[src/hdl/dif_map.svh]
// Purpose: constants for the digital input function logic
// Assumes: 20 MHz ref_clk
// Notes: select codes, times and widths
`ifndef DIF_MAP_SVH
`define DIF_MAP_SVH
`define DIF_CLK_HZ 20000000
`define DIF_SCAN_NS 5000000
`define DIF_SCAN_CYC (`DIF_SCAN_NS / (1000000000 / `DIF_CLK_HZ))
`define DIF_TBASE_MS 100
`define DIF_TBASE_SCANS ((`DIF_TBASE_MS * 1000000) / `DIF_SCAN_NS)
`define DIF_SEL_NULL 7'h00
`define DIF_SEL_EMS 7'h01
`define DIF_SEL_SP3 7'h02
`define DIF_SEL_SP2 7'h03
`define DIF_SEL_SP1 7'h04
`define DIF_SEL_JOG 7'h05
`define DIF_SEL_OH 7'h06
`define DIF_SEL_OFFD 7'h07
`define DIF_SEL_BBH 7'h08
`define DIF_SEL_FJOG 7'h09
`define DIF_SEL_RJOG 7'h0A
`define DIF_SEL_OND 7'h0B
`define DIF_SEL_UDLO 7'h0F
`define DIF_SEL_UDHI 7'h10
`define DIF_SEL_UDHOLD 7'h11
`define DIF_SEL_BBL 7'h12
`define DIF_SEL_UDUP 7'h13
`define DIF_SEL_UDDN 7'h14
`define DIF_SEL_ACLR 7'h15
`define DIF_SEL_SET1 7'h16
`define DIF_SEL_CLR1 7'h17
`define DIF_SEL_SET2 7'h18
`define DIF_SEL_CLR2 7'h19
`define DIF_SEL_SETB 7'h1A
`define DIF_SEL_CLRB 7'h1B
`define DIF_SEL_CLKIN 7'h1C
`define DIF_SEL_STEP0 7'h50
`define DIF_SRC_UD0 8'h06
`define DIF_SRC_UD1 8'h07
`define DIF_SRC_UD2 8'h13
`define DIF_IN_TWO 1
`define DIF_IN_FOUR 3
`define DIF_ADDR_SEL0 12'h000
`define DIF_ADDR_TPER 12'h010
`define DIF_ADDR_CTRL 12'h014
`define DIF_ADDR_STAT 12'h018
`define DIF_ADDR_UDC 12'h01C
`define DIF_ADDR_SPD 12'h020
`define DIF_CTRL_RUN 0
`define DIF_CTRL_ALM 1
`define DIF_TPER_RST 16'h000A
`endif

[src/hdl/dif_pkg.sv]
// Purpose: types for the digital input function logic
// Assumes: used as dif_pkg::name
// Notes: none
package dif_pkg;
  typedef enum logic [2:0] {SRC_MAIN, SRC_STEP, SRC_SP3, SRC_SP2, SRC_SP1, SRC_JOG} dif_src_t;
  typedef enum logic [1:0] {BR_IDLE, BR_ACTIVE, BR_DONE} dif_brake_t;
endpackage : dif_pkg

[src/hdl/dif_logic.sv]
// Purpose: multi-function digital input decoding for a motor drive
// Assumes: inputs synchronous to ref_clk, APB register access
// Notes: all decoding acts on 5 ms scan samples
`timescale 1ns/1ns
`include "dif_map.svh"

// Summary of operation
// emergency input while running gives timed DC brake
// speed priority jog, sp1, sp2, sp3, step, normal
// codes 5,4,3 decode; jog rate both ways
// presets use their own accel/decel rates
// jog/presets need run command unless forced
// overheat code 6 blocks transistors, raises alarm
// counter mode only with code 28 on input two/four
// timer mode ticks every 0.1 s
// off-delay output on at once, off after period
// on-delay output on after input held period
// external clock input no faster than 1000/s; edges found from 5 ms scan samples count at most 100/s
// one shared timer/counter for all delay types
// counter advances on each off-to-on clock edge
// code 28 counts only from input two
// active-high base block stops drive, then search
// active-low base block stops drive, then search
// codes 9/10 force forward/reverse jog run
// codes 15/16/17 load low, load high, hold
// up/down controls meaningful for source 6/7/19
// codes 19/20 ramp counter at main rates
// alarm clear resets only with alarm present
// two latches, set/clear codes 22-27, shared codes
// set pulse latches, clear pulse releases
// inputs sampled every 5.0 ms
// open input reads off, common-tied reads on
// per-input select; code 0 forces off
// clear beats set in same scan
module dif_logic #(
  parameter int NUM_IN = 4,
  parameter int SCAN_CYC = `DIF_SCAN_CYC,
  parameter int TBASE_SCANS = `DIF_TBASE_SCANS
) (
  input wire logic ref_clk,
  input wire logic rst,
  input wire logic [NUM_IN-1:0] inputClosed,
  input wire logic runCmd,
  input wire logic alarmIn,
  input wire logic [15:0] mainSpeed,
  input wire logic [15:0] jogSpeed,
  input wire logic [15:0] spd1Speed,
  input wire logic [15:0] spd2Speed,
  input wire logic [15:0] spd3Speed,
  input wire logic [15:0] mainAccelRate,
  input wire logic [15:0] mainDecelRate,
  input wire logic [15:0] jogRampRate,
  input wire logic [15:0] spd1AccelRate,
  input wire logic [15:0] spd1DecelRate,
  input wire logic [15:0] spd2AccelRate,
  input wire logic [15:0] spd2DecelRate,
  input wire logic [15:0] spd3AccelRate,
  input wire logic [15:0] spd3DecelRate,
  input wire logic [15:0] dcBrakeLevelSetting,
  input wire logic [15:0] dcBrakeDurationSetting,
  input wire logic [15:0] updownUpperLimit,
  input wire logic [15:0] updownLowerLimit,
  input wire logic [7:0] speedSourceSetting,
  input wire logic udRampTick,
  input wire logic [11:0] paddr,
  input wire logic psel,
  input wire logic penable,
  input wire logic pwrite,
  input wire logic [31:0] pwdata,
  output logic [31:0] prdata,
  output logic pready,
  output logic pslverr,
  output logic dcBrakeOn,
  output logic [15:0] dcBrakeLevel,
  output logic [15:0] speedRequest,
  output logic [15:0] accelRate,
  output logic [15:0] decelRate,
  output logic runActive,
  output logic jogForward,
  output logic jogReverse,
  output logic baseBlock,
  output logic speedSearch,
  output logic overheatAlarm,
  output logic alarmClear,
  output logic offDelayOutput,
  output logic onDelayOutput,
  output logic [1:0] latchQ,
  output logic [1:0] latchQn
);
  logic [6:0] selReg_r [NUM_IN];
  logic [15:0] timerPeriod_r;
  logic [1:0] ctrl_r;
  logic [$clog2(SCAN_CYC)-1:0] scanCnt_r;
  logic scanTick;
  logic [NUM_IN-1:0] sample_r;
  logic [NUM_IN-1:0] prevSample_r;
  logic [NUM_IN-1:0] useSample;
  logic fnEms, fnSp1, fnSp2, fnSp3, fnJog, fnOh, fnOffd, fnOnd, fnBbh, fnBbl;
  logic fnFjog, fnRjog, fnUdLo, fnUdHi, fnUdHold, fnUdUp, fnUdDn, fnAclr;
  logic fnSet1, fnClr1, fnSet2, fnClr2, fnSetB, fnClrB;
  logic [3:0] stepBits;
  logic counterMode, clkEdge;
  logic [15:0] tcCount_r;
  logic [$clog2(TBASE_SCANS)-1:0] tbCnt_r;
  logic tbTick;
  logic offdPrev_r;
  dif_pkg::dif_brake_t brake_r;
  logic [15:0] brakeCnt_r;
  logic [15:0] udCount_r;
  logic udActive;
  logic bbPrev_r;
  dif_pkg::dif_src_t src;
  logic anyRun;
  logic [15:0] stepSpeed;

  initial begin
    // the register map holds exactly four selects; scan check needs three cycles
    if (NUM_IN != 4 || SCAN_CYC < 3 || TBASE_SCANS < 2) $error("dif_logic: unsupported parameters");
  end

  // scan divider: one pulse per 5 ms
  always_ff @(posedge ref_clk) begin
    if (rst || scanTick) scanCnt_r <= '0;
    else scanCnt_r <= scanCnt_r + 1'b1;
  end
  assign scanTick = (scanCnt_r == ($clog2(SCAN_CYC))'(SCAN_CYC - 1));

  // sample inputs; closed to common reads on
  always_ff @(posedge ref_clk) begin
    if (rst) begin
      sample_r <= '0;
      prevSample_r <= '0;
    end else if (scanTick) begin
      sample_r <= inputClosed;
      prevSample_r <= sample_r;
    end
  end

  // function decode: an input is on for a code only when selected to it
  always_comb begin
    {fnEms, fnSp1, fnSp2, fnSp3, fnJog, fnOh, fnOffd, fnOnd, fnBbh, fnBbl} = '0;
    {fnFjog, fnRjog, fnUdLo, fnUdHi, fnUdHold, fnUdUp, fnUdDn, fnAclr} = '0;
    {fnSet1, fnClr1, fnSet2, fnClr2, fnSetB, fnClrB} = '0;
    stepBits = '0;
    clkEdge = 1'b0;
    counterMode = 1'b0;
    for (int i = 0; i < NUM_IN; i++) begin
      useSample[i] = sample_r[i] && (selReg_r[i] != `DIF_SEL_NULL);
      case (selReg_r[i])
        `DIF_SEL_EMS: fnEms |= useSample[i];
        `DIF_SEL_SP1: fnSp1 |= useSample[i];
        `DIF_SEL_SP2: fnSp2 |= useSample[i];
        `DIF_SEL_SP3: fnSp3 |= useSample[i];
        `DIF_SEL_JOG: fnJog |= useSample[i];
        `DIF_SEL_OH: fnOh |= useSample[i];
        `DIF_SEL_OFFD: fnOffd |= useSample[i];
        `DIF_SEL_OND: fnOnd |= useSample[i];
        `DIF_SEL_BBH: fnBbh |= useSample[i];
        `DIF_SEL_BBL: fnBbl |= !sample_r[i];
        `DIF_SEL_FJOG: fnFjog |= useSample[i];
        `DIF_SEL_RJOG: fnRjog |= useSample[i];
        `DIF_SEL_UDLO: fnUdLo |= useSample[i];
        `DIF_SEL_UDHI: fnUdHi |= useSample[i];
        `DIF_SEL_UDHOLD: fnUdHold |= useSample[i];
        `DIF_SEL_UDUP: fnUdUp |= useSample[i];
        `DIF_SEL_UDDN: fnUdDn |= useSample[i];
        `DIF_SEL_ACLR: fnAclr |= useSample[i];
        `DIF_SEL_SET1: fnSet1 |= useSample[i];
        `DIF_SEL_CLR1: fnClr1 |= useSample[i];
        `DIF_SEL_SET2: fnSet2 |= useSample[i];
        `DIF_SEL_CLR2: fnClr2 |= useSample[i];
        `DIF_SEL_SETB: fnSetB |= useSample[i];
        `DIF_SEL_CLRB: fnClrB |= useSample[i];
        `DIF_SEL_CLKIN: begin
          // only input two feeds the counter; input four switches mode
          if (i == `DIF_IN_TWO || i == `DIF_IN_FOUR) counterMode = 1'b1;
          if (i == `DIF_IN_TWO) clkEdge = scanTick && sample_r[i] && !prevSample_r[i];
        end
        default: begin
          if (selReg_r[i] >= `DIF_SEL_STEP0 && selReg_r[i] < `DIF_SEL_STEP0 + 7'h04) begin
            stepBits[selReg_r[i][1:0]] = stepBits[selReg_r[i][1:0]] | useSample[i];
          end
        end
      endcase
    end
  end

  // speed priority and ramp rate choice
  always_comb begin
    anyRun = runCmd || fnFjog || fnRjog;
    src = dif_pkg::SRC_MAIN;
    if (fnJog || fnFjog || fnRjog) src = dif_pkg::SRC_JOG;
    else if (fnSp1) src = dif_pkg::SRC_SP1;
    else if (fnSp2) src = dif_pkg::SRC_SP2;
    else if (fnSp3) src = dif_pkg::SRC_SP3;
    else if (stepBits != 4'h0) src = dif_pkg::SRC_STEP;
    stepSpeed = (stepBits[3] ? spd3Speed : 16'h0000) + (stepBits[2] ? spd2Speed : 16'h0000)
      + (stepBits[1] ? spd1Speed : 16'h0000) + (stepBits[0] ? jogSpeed : 16'h0000);
  end

  // registered speed request and rates
  always_ff @(posedge ref_clk) begin
    if (rst) begin
      speedRequest <= 16'h0000;
      accelRate <= 16'h0000;
      decelRate <= 16'h0000;
      runActive <= 1'b0;
      jogForward <= 1'b0;
      jogReverse <= 1'b0;
    end else begin
      runActive <= anyRun && !baseBlock;
      jogForward <= fnFjog;
      jogReverse <= fnRjog && !fnFjog;
      case (src)
        dif_pkg::SRC_JOG: begin
          speedRequest <= jogSpeed;
          accelRate <= jogRampRate;
          decelRate <= jogRampRate;
        end
        dif_pkg::SRC_SP1: begin
          speedRequest <= spd1Speed;
          accelRate <= spd1AccelRate;
          decelRate <= spd1DecelRate;
        end
        dif_pkg::SRC_SP2: begin
          speedRequest <= spd2Speed;
          accelRate <= spd2AccelRate;
          decelRate <= spd2DecelRate;
        end
        dif_pkg::SRC_SP3: begin
          speedRequest <= spd3Speed;
          accelRate <= spd3AccelRate;
          decelRate <= spd3DecelRate;
        end
        dif_pkg::SRC_STEP: begin
          speedRequest <= stepSpeed;
          accelRate <= mainAccelRate;
          decelRate <= mainDecelRate;
        end
        default: begin
          speedRequest <= udActive ? udCount_r : mainSpeed;
          accelRate <= mainAccelRate;
          decelRate <= mainDecelRate;
        end
      endcase
    end
  end

  // up/down counter; active only for the counter speed sources
  assign udActive = (speedSourceSetting == `DIF_SRC_UD0) || (speedSourceSetting == `DIF_SRC_UD1)
    || (speedSourceSetting == `DIF_SRC_UD2);
  always_ff @(posedge ref_clk) begin
    if (rst) udCount_r <= 16'h0000;
    else if (udActive) begin
      if (fnUdLo) udCount_r <= updownLowerLimit;
      else if (fnUdHi) udCount_r <= updownUpperLimit;
      else if (fnUdHold) udCount_r <= udCount_r;
      else if (udRampTick && fnUdUp && udCount_r < updownUpperLimit) begin
        // ramp tick is paced by the main accel rate outside this block
        // one extra bit so a large step cannot wrap past the limit
        udCount_r <= ({1'b0, udCount_r} + {1'b0, mainAccelRate} > {1'b0, updownUpperLimit}) ? updownUpperLimit
          : 16'(udCount_r + mainAccelRate);
      end else if (udRampTick && fnUdDn && udCount_r > updownLowerLimit) begin
        udCount_r <= ({1'b0, udCount_r} < {1'b0, updownLowerLimit} + {1'b0, mainDecelRate}) ? updownLowerLimit
          : 16'(udCount_r - mainDecelRate);
      end
    end
  end

  // emergency dc brake sequence, counted in scans
  always_ff @(posedge ref_clk) begin
    if (rst) begin
      brake_r <= dif_pkg::BR_IDLE;
      brakeCnt_r <= 16'h0000;
    end else begin
      case (brake_r)
        dif_pkg::BR_IDLE: if (fnEms && runActive) begin
          brake_r <= dif_pkg::BR_ACTIVE;
          brakeCnt_r <= 16'h0000;
        end
        dif_pkg::BR_ACTIVE: if (scanTick) begin
          if (brakeCnt_r + 16'h0001 >= dcBrakeDurationSetting) brake_r <= dif_pkg::BR_DONE;
          brakeCnt_r <= brakeCnt_r + 16'h0001;
        end
        dif_pkg::BR_DONE: if (!fnEms) brake_r <= dif_pkg::BR_IDLE;
        default: brake_r <= dif_pkg::BR_IDLE;
      endcase
    end
  end
  assign dcBrakeOn = (brake_r == dif_pkg::BR_ACTIVE);
  assign dcBrakeLevel = dcBrakeOn ? dcBrakeLevelSetting : 16'h0000;

  // base block, overheat and speed search
  always_ff @(posedge ref_clk) begin
    if (rst) begin
      baseBlock <= 1'b0;
      bbPrev_r <= 1'b0;
      speedSearch <= 1'b0;
      overheatAlarm <= 1'b0;
      alarmClear <= 1'b0;
    end else begin
      baseBlock <= fnBbh || fnBbl || fnOh;
      bbPrev_r <= fnBbh || fnBbl;
      speedSearch <= bbPrev_r && !(fnBbh || fnBbl);
      // alarm clear only acts while an alarm stands
      alarmClear <= fnAclr && (alarmIn || overheatAlarm || ctrl_r[`DIF_CTRL_ALM]);
      if (fnOh) overheatAlarm <= 1'b1;
      else if (alarmClear) overheatAlarm <= 1'b0;
    end
  end

  // time base for timer mode: 20 scans make 0.1 s
  always_ff @(posedge ref_clk) begin
    if (rst || counterMode) tbCnt_r <= '0;
    else if (scanTick) tbCnt_r <= (tbCnt_r == ($clog2(TBASE_SCANS))'(TBASE_SCANS - 1)) ? '0 : tbCnt_r + 1'b1;
  end
  assign tbTick = scanTick && !counterMode && (tbCnt_r == ($clog2(TBASE_SCANS))'(TBASE_SCANS - 1));

  // single shared timer/counter; off-delay takes it before on-delay
  always_ff @(posedge ref_clk) begin
    if (rst) begin
      tcCount_r <= 16'h0000;
      offDelayOutput <= 1'b0;
      onDelayOutput <= 1'b0;
      offdPrev_r <= 1'b0;
    end else begin
      offdPrev_r <= fnOffd;
      if (fnOffd) begin
        offDelayOutput <= 1'b1;
        tcCount_r <= 16'h0000;
      end else if (offDelayOutput) begin
        if (tcCount_r >= timerPeriod_r) offDelayOutput <= 1'b0;
        else if (counterMode ? clkEdge : tbTick) tcCount_r <= tcCount_r + 16'h0001;
      end else if (!fnOnd) begin
        onDelayOutput <= 1'b0;
        tcCount_r <= 16'h0000;
      end else if (tcCount_r >= timerPeriod_r) begin
        onDelayOutput <= 1'b1;
      end else if (counterMode ? clkEdge : tbTick) begin
        tcCount_r <= tcCount_r + 16'h0001;
      end
    end
  end

  // two latches with true and complement outputs
  for (genvar k = 0; k < 2; k++) begin : g_latch
    logic setIn, clrIn;
    assign setIn = (k == 0 ? fnSet1 : fnSet2) || fnSetB;
    assign clrIn = (k == 0 ? fnClr1 : fnClr2) || fnClrB;
    always_ff @(posedge ref_clk) begin
      if (rst) latchQ[k] <= 1'b0;
      else if (clrIn) latchQ[k] <= 1'b0;
      else if (setIn) latchQ[k] <= 1'b1;
    end
    assign latchQn[k] = !latchQ[k];
    latch_clear_a: assert property (@(posedge ref_clk) disable iff (rst) clrIn |=> !latchQ[k])
      else $error("latch not cleared");
  end

  // apb slave: zero wait states, unmapped addresses error
  assign pready = 1'b1;
  always_ff @(posedge ref_clk) begin
    if (rst) begin
      for (int i = 0; i < NUM_IN; i++) selReg_r[i] <= `DIF_SEL_NULL;
      timerPeriod_r <= `DIF_TPER_RST;
      ctrl_r <= 2'h0;
    end else if (psel && penable && pwrite) begin
      for (int i = 0; i < NUM_IN; i++) begin
        if (paddr == `DIF_ADDR_SEL0 + 12'(4 * i)) selReg_r[i] <= pwdata[6:0];
      end
      if (paddr == `DIF_ADDR_TPER) timerPeriod_r <= pwdata[15:0];
      if (paddr == `DIF_ADDR_CTRL) ctrl_r <= pwdata[1:0];
    end
  end
  always_comb begin
    prdata = 32'h0000_0000;
    pslverr = 1'b0;
    if (paddr < `DIF_ADDR_SEL0 + 12'(4 * NUM_IN) && paddr[1:0] == 2'h0) prdata = {25'h0, selReg_r[paddr[3:2]]};
    else if (paddr == `DIF_ADDR_TPER) prdata = {16'h0, timerPeriod_r};
    else if (paddr == `DIF_ADDR_CTRL) prdata = {30'h0, ctrl_r};
    else if (paddr == `DIF_ADDR_STAT) begin
      prdata = {19'h0, counterMode, speedSearch, baseBlock, overheatAlarm, dcBrakeOn,
        offDelayOutput, onDelayOutput, latchQ, sample_r[3:0]};
    end else if (paddr == `DIF_ADDR_UDC) prdata = {16'h0, udCount_r};
    else if (paddr == `DIF_ADDR_SPD) prdata = {16'h0, speedRequest};
    else pslverr = psel && penable;
    if (!(psel && penable)) prdata = 32'h0000_0000;
  end

  // checks
  scan_period_a: assert property (@(posedge ref_clk) disable iff (rst)
    scanTick |=> !scanTick [*2]) else $error("scan tick too frequent");
  offd_hold_a: assert property (@(posedge ref_clk) disable iff (rst)
    fnOffd |=> offDelayOutput) else $error("off-delay output not on");
  ond_low_a: assert property (@(posedge ref_clk) disable iff (rst)
    (!fnOnd && !fnOffd && !offDelayOutput) |=> !onDelayOutput) else $error("on-delay output not off");
  overheat_block_a: assert property (@(posedge ref_clk) disable iff (rst)
    fnOh |=> baseBlock && overheatAlarm) else $error("overheat not blocking");
  base_block_a: assert property (@(posedge ref_clk) disable iff (rst)
    (fnBbh || fnBbl) |=> baseBlock) else $error("base block missing");
  jog_rate_a: assert property (@(posedge ref_clk) disable iff (rst)
    fnJog |=> accelRate == $past(jogRampRate) && decelRate == $past(jogRampRate)) else $error("jog rate wrong");
  brake_start_a: assert property (@(posedge ref_clk) disable iff (rst)
    (brake_r == dif_pkg::BR_IDLE && fnEms && runActive) |=> dcBrakeOn) else $error("dc brake not started");
  alarm_clear_a: assert property (@(posedge ref_clk) disable iff (rst)
    alarmClear |-> $past(fnAclr)) else $error("alarm clear without input");
  no_count_a: assert property (@(posedge ref_clk) disable iff (rst)
    counterMode |-> !tbTick) else $error("time base in counter mode");
endmodule : dif_logic

[config.mk]
export PLATFORM = sky130hd
export DESIGN_NAME = dif_logic
export DESIGN_NICKNAME = d
export VERILOG_FILES = /design/src/hdl/dif_pkg.sv /design/src/hdl/dif_logic.sv
export VERILOG_INCLUDE_DIRS = /design/src /design/src/hdl
export SDC_FILE = /design/constraint.sdc
export NUM_CORES = 1
export LEC_CHECK = 0
export ABC_AREA = 1
export BUFFER_PORTS_ARGS = -buffer_cell sky130_fd_sc_hd__clkbuf_2
export CAP_MARGIN = 0
export CORE_MARGIN = 5
export CORE_UTILIZATION = 39
export CTS_BUF_LIST = sky130_fd_sc_hd__clkbuf_4 sky130_fd_sc_hd__clkbuf_8
export CTS_CLUSTER_SIZE = 25
export DETAILED_ROUTE_END_ITERATION = 6
export GPL_TIMING_DRIVEN = 1
export PLACE_DENSITY = 0.6
export SYNTH_ARGS = -nofsm -noshare
export SYNTH_HDL_FRONTEND = slang
export SYNTH_SLANG_ARGS = --single-unit
[constraint.sdc]
create_clock -name ref_clk -period 7.1 [get_ports ref_clk]
set_clock_uncertainty 0.15 [all_clocks]
set_input_delay 1.42 -clock ref_clk [delete_from_list [all_inputs] [get_ports ref_clk]]
set_output_delay 1.42 -clock ref_clk [all_outputs]
set_load 0.02 [all_outputs]
Word level (Yosys, flattened, before mapping):

Memories as Yosys holds them, arrays and structs flattened.
Cells that the tools add are included.

* add/sub/neg operators: 11
* $mul: 0
* divide/modulo/power cells: 0
* $lt $le $gt $ge: 23
* equal/unequal tests: 126
* shifts and indexed selects: 0
* mux-type cells: 203
* bitwise gates (word level): 83
* reduce and logical (&&, ||, !) cells: 79

Operators with widths (number)
* $mux 16: 25
* $eq 7x5->1 const B: 52
* $eq 7x4->1 const B: 20
* $mux 1: 140
* $pmux 16 s4: 2
* $eq 7x3->1 const B: 16
* $reduce_or 25->1: 4
* $or 1x1->1: 80
* $pmux 16 s5: 1
* $add 16x16->16: 4
* $eq 7x2->1 const B: 8
* $eq 12x5->1 const B: 4
* $add 16x16->17: 2
* $add 16x1->16 const B: 2
* $ge 16x16->1: 2
* $mux 32: 1
* $mux 4: 8
* $pmux 16 s2: 1
* $eq 7x1->1 const B: 4
* $ge 7x7->1 const B: 4
* $logic_and 1x1->1: 28
* $lt 7x7->1 const B: 4
* $mux 7: 4
* $reduce_bool 7->1: 4
* 44 further kinds: 105

* bits in registers: 156
* bits in latches: 0
* bits in writable memories: 28
* bits in read-only memories: 0
* input port bits: 352
* output and inout port bits: 112
* memories kept: 1

Memory list
* selReg_r: words 4, width 7, read ports 5, clocked after memory_dff 0, write ports 4, line dif_logic.sv:90 `logic [6:0] selReg_r [NUM_IN];`

Depth between registers and ports, before layout:

Gate-level depths: netlist of run 1.
An unclocked memory read counts as a cell.

* word-level depth: 34
* mapped depth: 46
* gate-level depth less buffers: 45

Least setup slack after synthesis of run 1:

No wires, ideal clock.

* path kind: register to register
* start point: memory selReg_r[1][6]
* end point: register speedRequest[13]
* setup time: 0.115 ns
* data arrival time: 5.658 ns
* data required time: 6.835 ns
* path slack: 1.178 ns
* stages on the path, launching flop included: 43
* clock period less this slack: 5.922 ns
* cell sequence: edfxtp_1 nor3_4 inv_2 o21ai_4 nand3_2 nor2_2 nand2_1 nand3_2 nand2_2 nor2_4 nand3_1 nand2_1 nor2_2 nor2_8 nand3_2 nand2_1 clkbuf_1 nor2_1 (+7 left out) nand3b_1 and2_1 nor2_1 o21ai_0 nand2_1 nand2_1 nand2_1 a21oi_1 nor2_1 o21ai_0 nand2_1 nand2_1 nand2_1 a21oi_1 xor2_1 o21ai_0 nor2_1 nor2_1

RTL lines
* start, declared: line dif_logic.sv:90
* end signal, assigned: line dif_logic.sv:216 `speedRequest <= jogSpeed;`
* end signal, assigned: line dif_logic.sv:221 `speedRequest <= spd1Speed;`
* end signal, assigned: line dif_logic.sv:226 `speedRequest <= spd2Speed;`
* end, declared: line dif_logic.sv:75 `output logic [15:0] speedRequest,`

==> out/results.tsv, run 1 <==
stage	metric	value	unit
synth	Post-Syn Instances	2774	
clock_tree	clock sinks	183	
timing	hold_ws	0.284	ns
drt	DR WL/cell	20.3	um
placed_design	Post-DP HPWL	64500	um
setup_path	FF-to-FF Start	selReg_r[1][0]$_SDFFCE_PN0P_	
power_and_ir_drop	leak pwr	10.5	nW
floorplan	core outline area	46300	sq um
timing	fin. max-slew vios	0	
global_routing	initial antenna violation count	3	
cells_and_area	Final Non-Filler Cells	3801	
power_and_ir_drop	P per Cell Area	114	nW/um^2
placed_design	DP Area	21000	sq um
drt	WL final	77100	um
clock_tree	Clock Path Buffers	2	
drt	Remaining DRCs	0	
synth	register area share after synthesis	21.7	%
setup_path	R2R Path End	speedRequest[13]$_SDFF_PP0_	
timing	Tcrit/Tclk final	91.3	%
floorplan	std cell rows	79	
timing	Fin. Hold Viols	0	
synth	FF+latch count, synth	183	
timing	Max-slew headroom	12.4	%
setup_path	worst-path fanout max	8	
global_routing	global-route wire length before repair	116000	um
clock_tree	CTS tree	built	
flow_run	# Max-Cap Violations	0	
drt	DR pass1 iterations	6	
placed_design	DP Cell Count	3763	
timing	Final min period	6.48	ns
timing	unrepaired setup endpoints after global routing	no	
placed_design	port buffer count	430	
drt	met3 wire length	6650	um
global_routing	vias in the first global route	19678	
clock_tree	Clock Latency Late Sink	0.57	ns
global_routing	pin count of the biggest net entering global routing	62	
floorplan	DIE HEIGHT	226	um
synth	Mapped Area	18200	sq um
clock_tree	clk slew on worst S/H paths	0.11	ns
cells_and_area	Area Overhead vs Synth	18.1	%
synth	fraction of registers with async set/reset	0	%
floorplan	full die area	51000	sq um
clock_tree	H-tree Lvls	4	
worst_hold_path	hold depth	2	
setup_path	Worst Setup End Kind	register	
floorplan	DIE WIDTH	226	um
cells_and_area	fin util	46.4	%
setup_path	critical path's most frequent cell	nand2_1	
drt	Via density	5.46	
synth	Netlist cell types	70	
clock_tree	CTS Buf Count	17	
cells_and_area	# nets final	3725	
cells_and_area	post-route cell area	21500	sq um
drt	uppermost layer routed	met5	
floorplan	Ports	464	
worst_hold_path	worst min path class	register to register	
drt	met1 wire length	34400	um
setup_path	Reg2Reg Depth	42	
placed_design	gpl congestion	1.01	
timing	Final setup viols	0	
synth	Top FF cell, synth	dfxtp_1	
timing	Setup TNS Final	0	ns
cells_and_area	share of layout cells above drive strength 1	18.5	%
clock_tree	Clk Tree Root Cell	clkbuf_8	
floorplan	Initial Util	39.3	%
setup_path	Reg2Reg Setup Slack	0.62	ns
status	status	complete, no violations	
drt	Antenna Nets Post-Route	0	
synth	EDFF count, synth	28	
power_and_ir_drop	VDD IR max	0.111	mV
timing	setup ws final	0.621	ns
global_routing	grt ovf	0	
drt	via count	20743	
setup_path	Worst EP arrival	6.78	ns
worst_hold_path	Hold EP	speedSearch$_SDFF_PP0_	
setup_path	type of the worst setup path	register to register	
synth	Post-Syn Area per Cell	6.55	sq um
power_and_ir_drop	total design power	2.45	mW
drt	routed wl met2	34200	um
setup_path	Max stage delay on crit path	0.53	ns
global_routing	All-Layer GR Usage	29.4	%
setup_path	Critical Path Source Type	register	
worst_hold_path	min-delay src	bbPrev_r$_SDFF_PP0_	
setup_path	Slowest cell on crit path	fa_1	
placed_design	dpl ws	0.317	ns
drt	DR iter-0 viols	1727	
clock_tree	hold_buf cts	0	
timing	achievable clock frequency	154	MHz
setup_path	critical path data required time	7.40	ns
timing	Slew @ Worst Pin	1.30	ns
synth	Synth warnings	0	
-- cell families (layout without fill, tap and decap cells) --
group | after synthesis | after routing | synth area share, %
flops | 183 | 183 | 21.7
other cells | 2 | 19 | 0.0414
buf+inv | 583 | 986 | 12.7
fa+ha+maj | 193 | 193 | 14.7
compound gates | 587 | 587 | 19.6
mux | 1 | 1 | 0.0551
simple gates | 1154 | 1154 | 27.8
xor+xnor | 71 | 71 | 3.42
-- layout by cell type (no fill, tap or decap), types with 37 or more instances in the layout --
cell | Yosys | final
a21oi_1 | 236 | 236
nor2_1 | 317 | 314
o21ai_0 | 130 | 129
nand4_1 | 54 | 54
dfxtp_1 | 155 | 155
buf_4 | 23 | 45
a211oi_1 | 37 | 37
clkbuf_2 | 0 | 430
nor3_1 | 43 | 43
xor2_1 | 52 | 52
nand2_1 | 453 | 451
inv_1 | 453 | 452
ha_1 | 160 | 160
nand3_1 | 215 | 215
-- state kept, by name, summed over array words and instances, names as in the netlist, 4 cells and up --
signal / count
tcCount_r: 16
tbCnt_r: 5
decelRate: 16
sample_r: 4
scanCnt_r: 17
udCount_r: 16
selReg_r: 28
accelRate: 16
speedRequest: 16
timerPeriod_r: 16
brakeCnt_r: 16
-- per-layer routing --
layer	global-route usage [%]	vias up
met2	46.2	883
li1	-	10073
met1	41.0	9681
met5	0	-
met3	6.81	104
met4	7.24	2
-- where the power goes --
group,switching (mW),leakage [nW],internal [mW]
Sequential,0.0306,1.53,1.08
Clock,0.462,0.195,0.292
Combinational,0.379,8.82,0.205
-- synth_stat cells, types with 4 or more instances --
| cell type | n | area, sq um |
|---|---|---|
| nor4_1 | 19 | 119 |
| o21a_1 | 9 | 67.6 |
| a31oi_1 | 14 | 87.6 |
| o22ai_1 | 5 | 31.3 |
| ha_1 | 160 | 2000 |
| a211oi_1 | 37 | 278 |
| xor2_1 | 52 | 455 |
| a21oi_1 | 236 | 1180 |
| xnor2_1 | 19 | 166 |
| fa_1 | 33 | 661 |
| buf_1 | 4 | 15.0 |
| buf_4 | 23 | 173 |
| buf_2 | 13 | 65.1 |
| a41oi_1 | 4 | 35.0 |
| dfxtp_1 | 155 | 3100 |
| a21o_1 | 4 | 30.0 |
| inv_2 | 23 | 86.3 |
| o2111ai_1 | 6 | 52.6 |
| o21ai_0 | 130 | 651 |
| nand3_1 | 215 | 1080 |
| o21bai_1 | 12 | 90.1 |
| nand4_1 | 54 | 338 |
| o21ai_1 | 24 | 120 |
| nand2_1 | 453 | 1700 |
| inv_1 | 453 | 1700 |
| nor3_1 | 43 | 215 |
| clkbuf_1 | 61 | 229 |
| nand2_2 | 9 | 56.3 |
| nand3_2 | 4 | 40.0 |
| nor2_1 | 317 | 1190 |
| clkinv_1 | 4 | 15.0 |
| o41ai_1 | 7 | 61.3 |
| edfxtp_1 | 28 | 841 |
| nor3b_1 | 5 | 37.5 |
| o221ai_1 | 12 | 105 |
| a311oi_1 | 5 | 43.8 |
| nor2_2 | 10 | 62.6 |
| a221oi_1 | 33 | 289 |
| nand3b_1 | 4 | 30.0 |
| o32ai_1 | 4 | 35.0 |
| o211ai_1 | 20 | 150 |
| or2_2 | 12 | 75.1 |
-- cell type report --
cell class	count	area, sq um
Antenna cell	2	5.00
Clock buffer	17	234
Clock inverter	14	164
Fill cell	4987	24800
Inverter	480	1800
Multi-Input combinational cell	2023	12100
Sequential cell	183	3940
Tap cell	607	759
Timing Repair Buffer	475	2490
-- critical path: cells and delay by family, from the launching register on --
family | cells | cell delay (ns)
xor+xnor | 1 | 0.17
flops | 1 | 0.52
simple gates | 26 | 2.67
compound gates | 6 | 0.90
fa+ha+maj | 4 | 1.44
buf+inv | 5 | 0.46
-- timing repair --
action / in CTS / in global routing
resized for setup: 0 / 12
setup endpoints to repair: 0 / 4
buffers inserted: 0 / 5
-- worst max-delay path by stage --
stage / from / endpoint / slack [ns] / cells past startpoint
global route: selReg_r[1][1]$_SDFFCE_PN0P_ / speedRequest[13]$_SDFF_PP0_ / 0.0005 / 43
floorplan: selReg_r[1][6]$_SDFFCE_PN0P_ / speedRequest[13]$_SDFF_PP0_ / 1.18 / 42
detailed placement: selReg_r[0][2]$_SDFFCE_PN0P_ / speedRequest[13]$_SDFF_PP0_ / 0.32 / 40
global placement: selReg_r[0][2]$_SDFFCE_PN0P_ / speedRequest[13]$_SDFF_PP0_ / 0.52 / 40
CTS: selReg_r[0][2]$_SDFFCE_PN0P_ / speedRequest[13]$_SDFF_PP0_ / 0.31 / 40
finish: selReg_r[1][0]$_SDFFCE_PN0P_ / speedRequest[13]$_SDFF_PP0_ / 0.62 / 42
Power figures use the tool's default switching activity.
==> inputs of run 2 (changes only) <==
--- a/config.mk
+++ b/config.mk
@@ -10,12 +10,12 @@
 export BUFFER_PORTS_ARGS = -buffer_cell sky130_fd_sc_hd__clkbuf_2
 export CAP_MARGIN = 0
 export CORE_MARGIN = 5
-export CORE_UTILIZATION = 39
+export CORE_UTILIZATION = 40
 export CTS_BUF_LIST = sky130_fd_sc_hd__clkbuf_4 sky130_fd_sc_hd__clkbuf_8
 export CTS_CLUSTER_SIZE = 25
 export DETAILED_ROUTE_END_ITERATION = 6
 export GPL_TIMING_DRIVEN = 1
-export PLACE_DENSITY = 0.6
+export PLACE_DENSITY = 0.61
 export SYNTH_ARGS = -nofsm -noshare
 export SYNTH_HDL_FRONTEND = slang
 export SYNTH_SLANG_ARGS = --single-unit
==> constraint.sdc (replaced) <==
create_clock -name ref_clk -period 7.5 [get_ports ref_clk]
set_clock_uncertainty 0.15 [all_clocks]
set_input_delay 1.5 -clock ref_clk [delete_from_list [all_inputs] [get_ports ref_clk]]
set_output_delay 1.5 -clock ref_clk [all_outputs]
set_load 0.02 [all_outputs]
==> run 2 against run 1 <==
Compared with the run above:
- combinational power is 6.0% lower
- hold slack hardly changed
- sequential share of layout area is 0.13 points higher
- total power shrank 5.2%
- sequential power is 5% lower
- cell area shrank 0.68%
- critical path type unchanged
- largest cell class unchanged
- highest routed layer unchanged
==> out/results.tsv, run 2 (same netlist as run 1, synthesis figures left out) <==
stage	metric	value	unit
timing	unrepaired setup endpoints after global routing	no	
setup_path	Reg2Reg Depth	33	
status	status	complete, no violations	
setup_path	critical path's most frequent cell	nand2_1	
floorplan	Initial Util	40.2	%
setup_path	Max stage delay on crit path	0.55	ns
global_routing	met2 Use GR	45.3	%
timing	Max-slew headroom	18.2	%
drt	DR iter-0 viols	1759	
clock_tree	Clock Latency Late Sink	0.56	ns
global_routing	grt ovf	0	
power_and_ir_drop	VDD IR max	0.116	mV
drt	DR pass1 iterations	7	
timing	hold_ws	0.284	ns
placed_design	DP Area	20900	sq um
cells_and_area	Area Overhead vs Synth	17.3	%
global_routing	pin count of the biggest net entering global routing	66	
drt	Antenna Nets Post-Route	0	
floorplan	std cell rows	78	
global_routing	met3 Usage GRT	6.91	%
cells_and_area	Final Non-Filler Cells	3782	
placed_design	gpl congestion	0.998	
cells_and_area	Top Registers	selReg_r: 28 flops, scanCnt_r: 17 flops	
floorplan	DIE HEIGHT	223	um
global_routing	met1 Track Usage GR	41.6	%
timing	fin. max-slew vios	0	
drt	WL final	76900	um
global_routing	vias in the first global route	20097	
cells_and_area	most frequent cells in the layout	inv_1, nand2_1, clkbuf_2	
timing	achievable clock frequency	147	MHz
clock_tree	clock sinks	183	
timing	Final setup viols	0	
global_routing	busiest grt layer	met2	
placed_design	port buffer count	430	
timing	Fin. Hold Viols	0	
global_routing	All-Layer GR Usage	29.7	%
placed_design	DP Cell Count	3750	
setup_path	Worst Setup End Kind	register	
drt	Via density	5.49	
global_routing	global-route wire length before repair	115000	um
drt	via count	20761	
floorplan	full die area	49800	sq um
clock_tree	CTS tree	built	
setup_path	Critical Path Source Type	register	
power_and_ir_drop	leak pwr	10.5	nW
timing	Slew @ Worst Pin	1.22	ns
clock_tree	hold_buf cts	0	
setup_path	type of the worst setup path	register to register	
worst_hold_path	worst min path class	register to register	
clock_tree	CTS Buf Count	17	
power_and_ir_drop	P per Cell Area	109	nW/um^2
setup_path	critical path data required time	7.77	ns
setup_path	worst-path fanout max	8	
cells_and_area	Largest register FFs	28	
cells_and_area	post-route cell area	21300	sq um
drt	DR WL/cell	20.3	um
floorplan	DIE WIDTH	223	um
setup_path	Slowest cell on crit path	fa_1	
floorplan	Ports	464	
global_routing	initial antenna violation count	5	
clock_tree	Clk Tree Root Cell	clkbuf_8	
timing	Final min period	6.81	ns
drt	Remaining DRCs	0	
placed_design	Post-DP HPWL	63700	um
clock_tree	clk slew on worst S/H paths	0.11	ns
clock_tree	Clock Path Buffers	2	
cells_and_area	Reg with most FFs	selReg_r	
floorplan	core outline area	45200	sq um
timing	Setup TNS Final	0	ns
cells_and_area	share of layout cells above drive strength 1	18.2	%
timing	Tcrit/Tclk final	90.7	%
cells_and_area	antenna fix cells	0	
setup_path	Worst EP arrival	7.08	ns
cells_and_area	# nets final	3714	
worst_hold_path	hold depth	2	
clock_tree	H-tree Lvls	4	
flow_run	# Max-Cap Violations	0	
## run 2: changes by cell type in the layout (fill, tap and decap cells not counted), moves of 2 or more
cell	before	now
buf_4	45	34
nor2_4	6	2
nand2_4	3	0
clkinv_4	2	0
diode_2	2	0
inv_4	0	2
nand2_2	8	10
nor2_1	314	316
nor2_2	8	10
## run 2: power by group
| part | internal (mW) | leakage, nW | switching (mW) |
|---|---|---|---|
| Combinational | 0.191 | 8.76 | 0.358 |
| Sequential | 1.02 | 1.53 | 0.0293 |
| Clock | 0.285 | 0.198 | 0.436 |
## run 2: repair_timing
action | CTS | global route
resized for setup | 0 | 1
endpoints found under the setup margin | 0 | 3
setup buffers | 0 | 0
## run 2: worst max-delay path: cells and delay by family, from the launching register on
family | cells | cell delay [ns]
compound gates | 7 | 1.24
flops | 1 | 0.46
simple gates | 21 | 3.14
buf+inv | 2 | 0.24
fa+ha+maj | 3 | 1.40
## run 2: layout make-up
class	count	area [sq um]
multi-input cells	2023	12000
fillers	4758	23900
clock buffers	19	255
inverters	480	1800
repair buffers	464	2410
flip-flops and latches	183	3940
well taps	600	751
clock inverters	13	136
## run 2: metrics by stage
step           power (mW)  setup slack, ns  utilization (%)
2_1_floorplan        1.36             1.58                -
3_3_place_gp         1.60            0.762             46.3
3_5_place_dp         1.61            0.650             46.3
4_1_cts              2.33            0.627             47.1
5_1_grt              2.43           0.0393             47.2
6_report             2.32            0.695             47.2
## run 2: final timing paths
check / to / slack (ns) / startpoint
hold / removal: speedSearch$_SDFF_PP0_ / 0.28 / bbPrev_r$_SDFF_PP0_
hold reg to reg: speedSearch$_SDFF_PP0_ / 0.28 / bbPrev_r$_SDFF_PP0_
setup reg to reg: speedRequest[12]$_SDFF_PP0_ / 0.69 / selReg_r[0][2]$_SDFFCE_PN0P_
setup / recovery: speedRequest[12]$_SDFF_PP0_ / 0.69 / selReg_r[0][2]$_SDFFCE_PN0P_
## run 2: per-layer routing
| layer | vias to the layer above | share of wire (%) |
|---|---|---|
| li1 | 10038 | - |
| met3 | 136 | 8.9 |
| met4 | 6 | 3.5 |
| met1 | 9654 | 45 |
| met5 | - | 0.045 |
| met2 | 927 | 43 |
